<file path="config.mk">
export PLATFORM = sky130hd
export DESIGN_NAME = crs_sequencer
export DESIGN_NICKNAME = d
export VERILOG_FILES = /design/src/logic/crs_cycle_timer.v /design/src/logic/crs_pulse_keeper.v /design/src/logic/crs_sequencer.v
export VERILOG_INCLUDE_DIRS = /design/src /design/src/logic
export SDC_FILE = /design/constraint.sdc
export NUM_CORES = 1
export LEC_CHECK = 0
export BUFFER_PORTS_ARGS = -buffer_cell sky130_fd_sc_hd__clkbuf_2
export CAP_MARGIN = 10
export CELL_PAD_IN_SITES_DETAIL_PLACEMENT = 0
export CELL_PAD_IN_SITES_GLOBAL_PLACEMENT = 1
export CORE_MARGIN = 2
export CORE_UTILIZATION = 45
export CTS_CLUSTER_SIZE = 14
export DETAILED_ROUTE_END_ITERATION = 6
export PLACE_DENSITY_LB_ADDON = 0.2
export SLEW_MARGIN = 20
export SYNTH_ARGS = -nofsm -noshare
export SYNTH_HDL_FRONTEND = slang
export SYNTH_SLANG_ARGS = --single-unit
</file>
<file path="constraint.sdc">
create_clock -name sys_clk_in -period 5.9 [get_ports sys_clk_in]
set_input_delay 1.18 -clock sys_clk_in [delete_from_list [all_inputs] [get_ports sys_clk_in]]
set_output_delay 1.18 -clock sys_clk_in [all_outputs]
set_load 0.01 [all_outputs]
</file>
<file path="src/logic/crs_map.vh">
`ifndef CRS_MAP_VH
`define CRS_MAP_VH
// ****************************************
// Clock rate
// ****************************************
`define CRS_CLK_MHZ 125
// ****************************************
// Pulse widths in bus clocks
// ****************************************
`define CRS_MIN_PULSE_BCLK 2
`define CRS_LINT_EDGE_PULSE_BCLK 6
`define CRS_PWROK_LOW_BCLK 10
// ****************************************
// Reset and straps
// ****************************************
`define CRS_STRAP_SETUP_BCLK 4
`define CRS_STRAP_HOLD_MIN_BCLK 2
`define CRS_STRAP_HOLD_MAX_BCLK 20
`define CRS_STRAP_HOLD_BCLK 10
`define CRS_RESET_HOLD_US 1000
`define CRS_RESET_HOLD_CYC (`CRS_RESET_HOLD_US * `CRS_CLK_MHZ)
// ****************************************
// Low power sequencing
// ****************************************
`define CRS_PLL_LOCK_US 30
`define CRS_PLL_LOCK_CYC (`CRS_PLL_LOCK_US * `CRS_CLK_MHZ)
`define CRS_ACK_TO_STOP_BCLK 100
`define CRS_ACK_TO_SLEEP_BCLK 100
`define CRS_SLEEP_TO_STOP_BCLK 10
`define CRS_UNSLEEP_HOLD_BCLK 10
`define CRS_UNHALT_HOLD_BCLK 8
// ****************************************
// Widths and irq bus clock
// ****************************************
`define CRS_TIMER_W 17
`define CRS_AGE_W 3
`define CRS_IRQCLK_HALF 2
`endif

</file>
<file path="src/logic/crs_cycle_timer.v">
`timescale 1ns/10ps
module crs_cycle_timer #(
	parameter W = 17
) (
	input wire sys_clk_in,
	input wire rst_n_in,
	input wire ce_in,
	input wire load_in,
	input wire [W-1:0] value_in,
	output wire done_out
);
	reg [W-1:0] count;

	assign done_out = (count == {W{1'b0}});

	// ****************************************
	// Down counter, reload wins over count
	// ****************************************
	always @(posedge sys_clk_in)
	begin
		if (!rst_n_in)
			count <= {W{1'b0}};
		else if (ce_in)
		begin
			if (load_in)
				count <= value_in;
			else if (count != {W{1'b0}})
				count <= count - {{(W-1){1'b0}}, 1'b1};
		end
	end
endmodule

</file>
<file path="src/logic/crs_pulse_keeper.v">
`timescale 1ns/10ps
module crs_pulse_keeper #(
	parameter W = 1,
	parameter CW = 3,
	parameter [W-1:0] INIT = {W{1'b1}}
) (
	input wire sys_clk_in,
	input wire rst_n_in,
	input wire ce_in,
	input wire freeze_in,
	input wire [CW-1:0] min_in,
	input wire [W-1:0] d_in,
	output reg [W-1:0] q_out
);
	reg [CW-1:0] age;

	// ****************************************
	// Level change only after min width held
	// ****************************************
	// Any bit change restarts the shared age; conservative per bit
	always @(posedge sys_clk_in)
	begin
		if (!rst_n_in)
		begin
			q_out <= INIT;
			age <= {CW{1'b1}};
		end
		else if (ce_in)
		begin
			if ((d_in != q_out) && (age >= min_in) && !freeze_in)
			begin
				q_out <= d_in;
				age <= {{(CW-1){1'b0}}, 1'b1};
			end
			else if (age != {CW{1'b1}})
				age <= age + {{(CW-1){1'b0}}, 1'b1};
		end
	end
endmodule

</file>
<file path="src/logic/crs_sequencer.v">
`timescale 1ns/10ps
`include "crs_map.vh"
// Summary of operation
// - Inputs to processor held two clocks minimum
// - Edge-mode local irq lines held six clocks
// - Power-ok low ten clocks before reasserting
// - Power-ok rises after supplies, ten clocks
// - Settled clock waives ten-clock power-ok wait
// - Straps stable four clocks before release
// - Straps held two to twenty after release
// - Irq clock 31.25 MHz; if strapped low, stops with the bus clock in deep halt only
// - Clock runs 100 after ack before stop
// - Inputs stable by ack cycle completion
// - Halt request held until PLL lock
// - Inputs held eight clocks after halt release
// - Quick halt: only reset, priority may change
// - Sleep request 100 clocks after ack
// - Inputs stable when sleep request asserts
// - Clock runs ten clocks after sleep request
// - Sleep request held until PLL lock
// - Halt held ten clocks after sleep release
// - Inputs held ten clocks after sleep release
// - Sleep: only reset may change
module crs_sequencer #(
	parameter RESET_HOLD_CYC = `CRS_RESET_HOLD_CYC,
	parameter STRAP_HOLD = `CRS_STRAP_HOLD_BCLK
) (
	input wire sys_clk_in,
	input wire rst_n_in,
	input wire ce_in,
	input wire supplies_ok_in,
	input wire fast_settle_in,
	input wire warm_reset_in,
	input wire lp_req_in,
	input wire lp_sleep_in,
	input wire lp_deep_in,
	input wire wake_in,
	input wire stop_ack_in,
	input wire [10:0] strap_address_in,
	input wire strap_bus_request0_strap_in,
	input wire strap_flush_n_in,
	input wire strap_init_n_in,
	input wire strap_irq_data0_in,
	input wire cache_flush_n_in,
	input wire soft_init_n_in,
	input wire prio_bus_req_n_in,
	input wire [1:0] local_irq_in,
	input wire lint_edge_mode_in,
	output reg power_ok_out,
	output reg cpu_reset_n_out,
	output reg bclk_run_out,
	output reg clock_halt_request_n_out,
	output reg sleep_request_n_out,
	output wire [10:0] strap_address_lines_out,
	output wire strap_address_lines_oe_out,
	output wire bus_request0_strap_out,
	output wire bus_request0_strap_oe_out,
	output wire irq_bus_data0_out,
	output wire irq_bus_data0_oe_out,
	output wire cache_flush_n_out,
	output wire soft_init_n_out,
	output wire priority_bus_request_n_out,
	output wire [1:0] local_irq_pins_out,
	output reg irq_bus_clock_out,
	output wire ready_out,
	output wire lp_active_out
);
	// ****************************************
	// States
	// ****************************************
	localparam [11:0] ST_OFF = 12'h001;
	localparam [11:0] ST_SETTLE = 12'h002;
	localparam [11:0] ST_RST_HOLD = 12'h004;
	localparam [11:0] ST_STRAP = 12'h008;
	localparam [11:0] ST_RUN = 12'h010;
	localparam [11:0] ST_WAIT_ACK = 12'h020;
	localparam [11:0] ST_ACK_GAP = 12'h040;
	localparam [11:0] ST_SLP_ENTER = 12'h080;
	localparam [11:0] ST_HALTED = 12'h100;
	localparam [11:0] ST_PLL_LOCK = 12'h200;
	localparam [11:0] ST_UNSLEEP = 12'h400;
	localparam [11:0] ST_UNHALT = 12'h800;
	localparam TW = `CRS_TIMER_W;
	localparam AW = `CRS_AGE_W;
	localparam [TW-1:0] T_PWROK = `CRS_PWROK_LOW_BCLK;
	localparam [TW-1:0] T_SETUP = `CRS_STRAP_SETUP_BCLK;
	localparam [TW-1:0] T_RST = RESET_HOLD_CYC[TW-1:0];
	localparam [TW-1:0] T_STRAP = STRAP_HOLD[TW-1:0];
	localparam [TW-1:0] T_LOCK = `CRS_PLL_LOCK_CYC;
	localparam [TW-1:0] T_ACK_STOP = `CRS_ACK_TO_STOP_BCLK;
	localparam [TW-1:0] T_ACK_SLP = `CRS_ACK_TO_SLEEP_BCLK;
	localparam [TW-1:0] T_SLP_STOP = `CRS_SLEEP_TO_STOP_BCLK;
	localparam [TW-1:0] T_UNSLP = `CRS_UNSLEEP_HOLD_BCLK;
	localparam [TW-1:0] T_UNHALT = `CRS_UNHALT_HOLD_BCLK;
	localparam [AW-1:0] A_MIN = `CRS_MIN_PULSE_BCLK;
	localparam [AW-1:0] A_EDGE = `CRS_LINT_EDGE_PULSE_BCLK;
	localparam [1:0] IRQ_HALF = `CRS_IRQCLK_HALF;
	// Reset hold never shorter than strap setup, even when shortened
	localparam [TW-1:0] T_RST_EFF = (T_RST < T_SETUP) ? T_SETUP : T_RST;

	reg [11:0] state;
	reg [11:0] next_state;
	reg t_load;
	reg [TW-1:0] t_val;
	reg mode_sleep;
	reg mode_deep;
	reg strap_drive;
	reg freeze;
	reg freeze_sleep;
	reg irq_strap_high;
	reg [1:0] irq_div;
	wire t_done;
	wire [1:0] kept_cmos;
	wire [AW-1:0] lint_min;

	// ****************************************
	// Shared delay timer
	// ****************************************
	crs_cycle_timer #(
		.W(TW)
	) u_timer (
		.sys_clk_in(sys_clk_in),
		.rst_n_in(rst_n_in),
		.ce_in(ce_in),
		.load_in(t_load),
		.value_in(t_val),
		.done_out(t_done)
	);

	// ****************************************
	// Next state
	// ****************************************
	always @*
	begin
		next_state = state;
		t_load = 1'b0;
		t_val = {TW{1'b0}};
		case (state)
			ST_OFF:
			begin
				if (supplies_ok_in)
				begin
					t_load = 1'b1;
					if (fast_settle_in)
					begin
						next_state = ST_RST_HOLD;
						t_val = T_RST_EFF;
					end
					else
					begin
						next_state = ST_SETTLE;
						t_val = T_PWROK;
					end
				end
			end
			ST_SETTLE:
			begin
				if (t_done)
				begin
					next_state = ST_RST_HOLD;
					t_load = 1'b1;
					t_val = T_RST_EFF;
				end
			end
			ST_RST_HOLD:
			begin
				if (t_done)
				begin
					next_state = ST_STRAP;
					t_load = 1'b1;
					t_val = T_STRAP;
				end
			end
			ST_STRAP:
			begin
				if (t_done)
					next_state = ST_RUN;
			end
			ST_RUN:
			begin
				if (warm_reset_in)
				begin
					next_state = ST_RST_HOLD;
					t_load = 1'b1;
					t_val = T_RST_EFF;
				end
				else if (lp_req_in)
					next_state = ST_WAIT_ACK;
			end
			ST_WAIT_ACK:
			begin
				if (stop_ack_in)
				begin
					next_state = ST_ACK_GAP;
					t_load = 1'b1;
					t_val = mode_sleep ? T_ACK_SLP : T_ACK_STOP;
				end
			end
			ST_ACK_GAP:
			begin
				if (t_done)
				begin
					if (mode_sleep)
					begin
						next_state = ST_SLP_ENTER;
						t_load = 1'b1;
						t_val = T_SLP_STOP;
					end
					else
						next_state = ST_HALTED;
				end
			end
			ST_SLP_ENTER:
			begin
				if (t_done)
					next_state = ST_HALTED;
			end
			ST_HALTED:
			begin
				if (wake_in)
				begin
					t_load = 1'b1;
					if (!bclk_run_out)
					begin
						next_state = ST_PLL_LOCK;
						t_val = T_LOCK;
					end
					else if (mode_sleep)
					begin
						next_state = ST_UNSLEEP;
						t_val = T_UNSLP;
					end
					else
					begin
						next_state = ST_UNHALT;
						t_val = T_UNHALT;
					end
				end
			end
			ST_PLL_LOCK:
			begin
				if (t_done)
				begin
					t_load = 1'b1;
					if (mode_sleep)
					begin
						next_state = ST_UNSLEEP;
						t_val = T_UNSLP;
					end
					else
					begin
						next_state = ST_UNHALT;
						t_val = T_UNHALT;
					end
				end
			end
			ST_UNSLEEP:
			begin
				if (t_done)
				begin
					next_state = ST_UNHALT;
					t_load = 1'b1;
					t_val = T_UNHALT;
				end
			end
			ST_UNHALT:
			begin
				if (t_done)
					next_state = ST_RUN;
			end
			default:
			begin
				next_state = ST_OFF;
			end
		endcase
		// Supply loss overrides every state
		if (!supplies_ok_in)
		begin
			next_state = ST_OFF;
			t_load = 1'b0;
		end
	end

	// ****************************************
	// State and pin registers
	// ****************************************
	always @(posedge sys_clk_in)
	begin
		if (!rst_n_in)
		begin
			state <= ST_OFF;
			power_ok_out <= 1'b0;
			cpu_reset_n_out <= 1'b0;
			bclk_run_out <= 1'b0;
			clock_halt_request_n_out <= 1'b1;
			sleep_request_n_out <= 1'b1;
			strap_drive <= 1'b1;
			freeze <= 1'b0;
			freeze_sleep <= 1'b0;
			mode_sleep <= 1'b0;
			mode_deep <= 1'b0;
		end
		else if (ce_in)
		begin
			state <= next_state;
			if (state[4] && lp_req_in && !warm_reset_in)
			begin
				mode_sleep <= lp_sleep_in;
				mode_deep <= lp_deep_in;
			end
			power_ok_out <= ~(next_state[0] | next_state[1]);
			bclk_run_out <= ~next_state[0] & ~(next_state[8] & mode_deep);
			cpu_reset_n_out <= ~(next_state[0] | next_state[1] | next_state[2]);
			strap_drive <= |next_state[3:0];
			clock_halt_request_n_out <= ~(|next_state[10:5]);
			sleep_request_n_out <= ~(next_state[7]
				| ((next_state[8] | next_state[9]) & mode_sleep));
			// Freeze from request onward: stable before ack completes
			freeze <= |next_state[11:5];
			freeze_sleep <= (|next_state[11:5]) & mode_sleep;
		end
	end

	// ****************************************
	// Irq bus clock
	// ****************************************
	// Strap sampled at release, no reset: level caught by clock
	always @(posedge sys_clk_in)
	begin
		if (ce_in && state[2] && next_state[3])
			irq_strap_high <= strap_irq_data0_in;
	end

	// 125 MHz / 4 gives 31.25 MHz, inside the 2 to 33.3 MHz band
	always @(posedge sys_clk_in)
	begin
		if (!rst_n_in)
		begin
			irq_div <= 2'h0;
			irq_bus_clock_out <= 1'b0;
		end
		else if (ce_in)
		begin
			if (!irq_strap_high && !bclk_run_out && !strap_drive)
			begin
				irq_div <= 2'h0;
				irq_bus_clock_out <= 1'b0;
			end
			else if (irq_div == IRQ_HALF - 2'h1)
			begin
				irq_div <= 2'h0;
				irq_bus_clock_out <= ~irq_bus_clock_out;
			end
			else
				irq_div <= irq_div + 2'h1;
		end
	end

	// ****************************************
	// Processor inputs with minimum widths
	// ****************************************
	assign lint_min = lint_edge_mode_in ? A_EDGE : A_MIN;

	crs_pulse_keeper #(
		.W(2),
		.CW(AW),
		.INIT(2'h0)
	) u_lint (
		.sys_clk_in(sys_clk_in),
		.rst_n_in(rst_n_in),
		.ce_in(ce_in),
		.freeze_in(freeze),
		.min_in(lint_min),
		.d_in(local_irq_in),
		.q_out(local_irq_pins_out)
	);

	crs_pulse_keeper #(
		.W(2),
		.CW(AW),
		.INIT(2'h3)
	) u_cmos (
		.sys_clk_in(sys_clk_in),
		.rst_n_in(rst_n_in),
		.ce_in(ce_in),
		.freeze_in(freeze),
		.min_in(A_MIN),
		.d_in({cache_flush_n_in, soft_init_n_in}),
		.q_out(kept_cmos)
	);

	// Priority request may move in quick halt, never in sleep
	crs_pulse_keeper #(
		.W(1),
		.CW(AW),
		.INIT(1'b1)
	) u_prio (
		.sys_clk_in(sys_clk_in),
		.rst_n_in(rst_n_in),
		.ce_in(ce_in),
		.freeze_in(freeze_sleep),
		.min_in(A_MIN),
		.d_in(prio_bus_req_n_in),
		.q_out(priority_bus_request_n_out)
	);

	// ****************************************
	// Strap drive and outputs
	// ****************************************
	assign strap_address_lines_out = strap_address_in;
	assign strap_address_lines_oe_out = strap_drive;
	assign bus_request0_strap_out = strap_bus_request0_strap_in;
	assign bus_request0_strap_oe_out = strap_drive;
	assign irq_bus_data0_out = strap_irq_data0_in;
	assign irq_bus_data0_oe_out = strap_drive;
	assign cache_flush_n_out = strap_drive ? strap_flush_n_in : kept_cmos[1];
	assign soft_init_n_out = strap_drive ? strap_init_n_in : kept_cmos[0];
	assign ready_out = state[4];
	assign lp_active_out = freeze;
endmodule

</file>
# After elaboration in Yosys (flattened, before gate mapping)
# Cells that the tools add are included.
dict set report totals {
  reg_bits 57
  ramBits 0
  latchBits 0
  out_inout_bits 29
  in_bits 32
  rom_bits 0
  wordCells 168
  n_memories 0
}
dict set report op_classes {
  n_mul 0
  shift 0
  bitwise_logic 15
  magnitude_cmp 3
  n_div 0
  n_addsub 5
  n_eq_ne 29
  n_mux 54
  n_reduce_logical 40
}
# op n
set op_table {}
lappend op_table {{2-to-1 mux 12 bit} 16}
lappend op_table {{case mux 17 bit (9 select lines)} 1}
lappend op_table {{case mux 12 bit (11 select lines)} 1}
lappend op_table {{2-to-1 mux 17 bit} 7}
lappend op_table {{!= test 3 bit, second input constant} 11}
lappend op_table {{2-to-1 mux 3 bit} 8}
lappend op_table {{AND reduction 2 bit} 9}
lappend op_table {{zero test 17 bit} 1}
lappend op_table {{nonzero test 17 bit} 1}
lappend op_table {{subtractor 17 x 1 -> 17 bit, second input constant} 1}
lappend op_table {{2-to-1 mux 4 bit} 4}
lappend op_table {{== test 12 x 1 -> 1 bit, second input constant} 1}
lappend op_table {{== test 12 x 10 -> 1 bit, second input constant} 1}
lappend op_table {{== test 12 x 11 -> 1 bit, second input constant} 1}
lappend op_table {{== test 12 bit, second input constant} 1}
lappend op_table {{== test 12 x 2 -> 1 bit, second input constant} 1}
lappend op_table {{== test 12 x 3 -> 1 bit, second input constant} 1}
lappend op_table {{== test 12 x 4 -> 1 bit, second input constant} 1}
lappend op_table {{== test 12 x 5 -> 1 bit, second input constant} 1}
lappend op_table {{== test 12 x 6 -> 1 bit, second input constant} 1}
lappend op_table {{== test 12 x 7 -> 1 bit, second input constant} 1}
lappend op_table {{== test 12 x 8 -> 1 bit, second input constant} 1}
lappend op_table {{== test 12 x 9 -> 1 bit, second input constant} 1}
lappend op_table {{logical AND 1 bit} 12}
lappend op_table {{other kinds (24)} 62}

# Logic depth before layout (Yosys ltp)
dict set report logic_depth {
  depth_word 9
  ltp_mapped 10
  depth_no_buf 8
}

# Modules after synthesis
# From an unflattened synthesis, not the netlist that was laid out.
dict set report unflattened {
  hier_cells 530
  hier_area_um2 4169.0
}
# mod area_per_inst_um2 instances cells_each seq_area_each_um2
set modules_own_cells {}
lappend modules_own_cells {crs_sequencer 2115.8 1 285 530.5}
lappend modules_own_cells {crs_cycle_timer 1089.8 1 143 340.3}
lappend modules_own_cells {{crs_pulse_keeper at u_cmos} 335.3 1 34 100.1}
lappend modules_own_cells {{crs_pulse_keeper at u_lint} 319.1 1 33 100.1}
lappend modules_own_cells {{crs_pulse_keeper at u_prio} 309.0 1 35 80.1}

# Worst setup path before layout
# Ideal clock, no wire load.
dict set report synth_timing {
  kind {reg2reg}
  startpoint {reg u_timer.count[2]}
  endpoint {reg freeze, in the netlist lp_active_out}
  path_stages_with_launch 9
  required_ns 5.768
  path_slack_ns 3.017
  setup_time_ns 0.132
  t_arrival_ns 2.751
  path_buffers 1
  period_less_slack_ns 2.883
  path_cell_list {dfxtp_1 or4_4 or4b_4 buf_6 nor2_8 a21oi_2 or4_4 a2111oi_2 a21oi_1}
}
dict set report synth_via {
  elab_chain_len 5
  word_cells_on_any_way 11
  classes_between {9 x mux; 2 x reduce/logical}
}
# element line
set synth_lines {}
lappend synth_lines {{from (decl)} crs_cycle_timer.v:12} ;# reg [W-1:0] count;
lappend synth_lines {{from (signal assigned)} crs_cycle_timer.v:22} ;# count <= {W{1'b0}};
lappend synth_lines {{from (signal assigned)} crs_cycle_timer.v:26} ;# count <= value_in;
lappend synth_lines {{from (signal assigned)} crs_cycle_timer.v:28} ;# count <= count - {{(W-1){1'b0}}, 1'b1};
lappend synth_lines {{zero test 17 bit *} crs_cycle_timer.v:14} ;# assign done_out = (count == {W{1'b0}});
lappend synth_lines {{2-to-1 mux 12 bit (tied with other cells)} {crs_sequencer.v:176, crs_sequencer.v:268}}
lappend synth_lines {{case mux 12 bit (11 select lines) *} crs_sequencer.v:138} ;# case (state)
lappend synth_lines {{2-to-1 mux 12 bit *} crs_sequencer.v:277} ;# if (!supplies_ok_in)
lappend synth_lines {{OR reduction 7 bit *} crs_sequencer.v:319} ;# freeze <= |next_state[11:5];
lappend synth_lines {{to (signal assigned)} crs_sequencer.v:319}
lappend synth_lines {{to (decl)} crs_sequencer.v:108} ;# reg freeze;
# Every way passes the cells marked *; elsewhere a longest branch is shown, timed or not. The select of a mux whose other input is x is not followed.
# A chain may end at the register's enable or synchronous reset.

# Final worst setup path
dict set report layout_timing {
  startpoint {reg state[8]}
  endpoint {reg irq_strap_high (enable)}
}
dict set report layout_via {
  elab_chain_len 5
  word_cells_on_any_way 16
  classes_between {12 x eq/ne; 2 x mux; 2 x reduce/logical}
}
# element line
set layout_lines {}
lappend layout_lines {{from (decl)} crs_sequencer.v:101} ;# reg [11:0] state;
lappend layout_lines {{from (signal assigned)} crs_sequencer.v:305} ;# state <= next_state;
lappend layout_lines {{== test 12 bit or == test 12 x 4 -> 1 bit (tied branches)} crs_sequencer.v:138}
lappend layout_lines {{OR reduction 2 bit (no line)} -}
lappend layout_lines {{case mux 12 bit (11 select lines) *} crs_sequencer.v:138}
lappend layout_lines {{2-to-1 mux 12 bit *} crs_sequencer.v:277}
lappend layout_lines {{logical AND 1 bit *} crs_sequencer.v:330} ;# if (ce_in && state[2] && next_state[3])
lappend layout_lines {{to (signal assigned)} crs_sequencer.v:331} ;# irq_strap_high <= strap_irq_data0_in;
lappend layout_lines {{to (decl)} crs_sequencer.v:110} ;# reg irq_strap_high;
# Every way passes the cells marked *; elsewhere a longest branch is shown, timed or not.

==> flow_metrics.env <==
export IMPL_status="completed"
export IMPL_row_count=34
export IMPL_postPlaceCellArea_mm2=0.00406
export IMPL_fin_tns_setup_ns=0
export IMPL_wire_per_inst_um=16.8
export IMPL_netlist_instances=521
export IMPL_cts_hold_buf=0
export IMPL_cts_resized=0
export IMPL_p_clk_share_pct=26.9
export IMPL_rsz0062_at_grt="false"
export IMPL_yosysWarnings=0
export IMPL_area_growth_pct=6.75
export IMPL_antennaDiodeCount=0
export IMPL_switching_share_pct=38.4
export IMPL_cts_clk_slew_worst_paths_ns=0.07
export IMPL_p_per_area_mw_per_mm2=337
export IMPL_fill_cells=903
export IMPL_drc=0
export IMPL_drtPass1Iterations=5
export IMPL_worstSetupEndpointType="register"
export IMPL_grt_first_pass_wirelength_um=17400
export IMPL_place_congestion=0.964
export IMPL_grt_usage_pct=21.8
export IMPL_yosys_area_top_type="dfxtp_1"
export IMPL_htree_levels=3
export IMPL_cts_setup_buffers=0
export IMPL_ys_ff_latch=57
export IMPL_hold_class="reg -> reg"
export IMPL_final_max_slew_violation_count=0
export IMPL_syn_cell_area_mm2=0.00400
export IMPL_worst_path_max_fanout=11
export IMPL_numCtsBuffers=9
export IMPL_ff2ff_setup_slack_ns=2.53
export IMPL_slew_limit_headroom_pct=34.5
export IMPL_path_class="reg -> reg"
export IMPL_port_buffers=36
export IMPL_vias_per_cell=6.08
export IMPL_synth_nets=564
export IMPL_netlist_cell_type_count=77
export IMPL_vdd_drop_max_mv=0.160
export IMPL_antenna_found_initial=0
export IMPL_combPwrFrac_pct=39.3
export IMPL_cts_tree="built"
export IMPL_worst_slew_pin_slew_ns=0.976
export IMPL_synthTopCellsByArea="dfxtp_1 (28%), a21oi_1 (5.6%), nor2_1 (4.2%)"
export IMPL_hold_depth=2
export IMPL_hp_start="cpu_reset_n_out"
export IMPL_initial_core_util_pct=46.1
export IMPL_seq_area_mm2=0.00115
export IMPL_totalWireLength_um=10700
export IMPL_fin_crit_sh_pct=57.1
export IMPL_overflow=0
export IMPL_synthTopCellsByCount="dfxtp_1 (56), a21oi_1 (45), nor2_1 (45), nand2_1 (38), o21ai_0 (31)"
export IMPL_die_y_um=98.3
export IMPL_cp_cell_sequence="nor4_1 -> nand3_1 -> o22ai_1 -> o21ai_0 -> a21oi_1 -> and3_1"
export IMPL_clockBufferDepth=2
export IMPL_cp_arrival_ns=3.41
export IMPL_hold_violations=0
export IMPL_ioPinCount=61
export IMPL_grt_pass1_vias=3474
export IMPL_dr_first_iter_drc_count=278
export IMPL_multi_input_comb_area_mm2=0.00250
export IMPL_ant_nets=0
export IMPL_drive_above_1_share_pct=16.5
export IMPL_synth_edf_count=1
export IMPL_worstSetupStartpointType="register"
export IMPL_required_ns=5.94
export IMPL_worstReg2RegStart="state[8]"
export IMPL_worst_r2r_path_depth=6
export IMPL_final_core_util_pct=49.2
export IMPL_ys_flop_type="dfxtp_1"
export IMPL_synth_top_cell_area_share_pct=28.0
export IMPL_nNetsFinal=566
export IMPL_clk_latency_ns=0.33
export IMPL_max_stage_delay_ns=0.73
export IMPL_syn_avg_cell_area_um2=7.68
export IMPL_dp_hpwl_um=7600
export IMPL_final_cells=636
export IMPL_p_leak_nw=1.71
export IMPL_finClkSkew_ns=0.0109
export IMPL_dieArea_mm2=0.00966
export IMPL_ys_seq_area_share_pct=28.8
export IMPL_yosys_cell_count_top_type="dfxtp_1"
export IMPL_place_inst=620
export IMPL_fin_crit_ns=3.37
export IMPL_holdPathEnd="cpu_reset_n_out"
export IMPL_cts_sinks=57
export IMPL_critPathSlowestCell="nor4_1"
export IMPL_max_freq_ghz=0.297
export IMPL_final_area_mm2=0.00427
export IMPL_grt_start_max_net_pins=51
export IMPL_core_region_area_mm2=0.00868
export IMPL_cell_internal_pwr_w=0.000887
export IMPL_switchingPower_w=0.000554
export IMPL_vias=3867
export IMPL_finalSetupViolCount=0
export IMPL_clock_root_buffer="clkbuf_8"
export IMPL_reg2reg_to="irq_strap_high"
export IMPL_p_seq_share_pct=33.8
export IMPL_fp_dieW_um=98.3
export IMPL_maxCapViolations=0
export IMPL_synth_async_reset_ratio_pct=0
-- critical path, delay by kind of cell, from the launching register on --
kind	cells	cell delay, ns
compound gates	3	1.45
simple gates	3	1.18
flops	1	0.44
-- worst max path at each step --
| stage | start | end | slack [ns] | depth (start not counted) |
|---|---|---|---|---|
| after floorplan | u_timer.count[2] | lp_active_out | 3.02 | 8 |
| after global placement | warm_reset_in | u_timer.count[2] | 2.57 | 8 |
| after detailed placement | wake_in | u_timer.count[2] | 2.55 | 8 |
| after CTS | state[8] | irq_strap_high | 2.63 | 6 |
| after global routing | state[4] | bus_request0_strap_oe_out | 2.29 | 7 |
| final | state[8] | irq_strap_high | 2.53 | 6 |
-- cells in the final DEF, fill, tap and decap left out, types with 5 or more instances in the layout --
cell	instances
nor3_1	26
or3_1	5
or2_2	6
nor2_1	45
nand3_1	22
o21a_1	12
a21oi_1	45
ha_1	11
clkbuf_8	12
mux2i_1	8
o21ai_0	31
clkbuf_2	36
nand2_1	38
nand2b_1	8
nand4_1	9
xnor2_1	7
a31oi_1	5
o22ai_1	5
inv_1	18
and3b_1	5
and3_1	5
o211ai_1	9
dfxtp_1	56
nor2b_1	5
nor4_1	9
-- final cells by class --
class	count	share of cell area (%)
clock buffers	14	4.04
clock inverters	2	0.820
inverters	19	1.67
multi-input cells	397	58.6
flip-flops and latches	57	26.9
well taps	108	3.16
repair buffers	39	4.74
-- power groups by stage --
stage                     clock network (W)  registers [W]  logic [W]
after floorplan                           0       0.000481   0.000470
after global placement                    0       0.000491   0.000551
after detailed placement                  0       0.000494   0.000557
after CTS                          0.000393       0.000485   0.000560
after global routing               0.000415       0.000494   0.000633
final                              0.000388       0.000487   0.000567
-- flip-flops by register name, indices dropped and copies added, names as in the netlist, 2 cells and up --
name / count
u_lint.age: 3
u_cmos.q_out: 2
u_prio.age: 3
u_timer.count: 17
state: 12
irq_div: 2
u_cmos.age: 3
u_lint.q_out: 2
-- layer usage --
layer  track usage [%]  wire, um  vias up
li1                  -         -     1901
met1              30.7      5080     1797
met2              34.2      4790      145
met3              3.58       651       24
met4              7.17       164        0
met5                 0         0        -
-- per-stage QoR --
step	hold slack (ns)	power, W	setup WS (ns)
2_1_floorplan	0.438	0.000951	3.02
3_3_place_gp	0.455	0.00104	2.57
3_5_place_dp	0.457	0.00105	2.55
4_1_cts	0.470	0.00144	2.63
5_1_grt	0.499	0.00154	2.29
6_report	0.468	0.00144	2.53
-- cell families after synthesis --
kind of cell / count (synthesis) / share of synthesized area [%]
XOR/XNOR: 11 / 2.41
multiplexers: 10 / 2.56
buffers and inverters: 67 / 8.91
flip-flops: 57 / 28.8
AND/OR/NAND/NOR: 213 / 29.0
adder cells (fa/ha/maj): 11 / 3.44
AO/OA/AOI/OAI: 152 / 24.9
(Power assumes the default switching activity.)
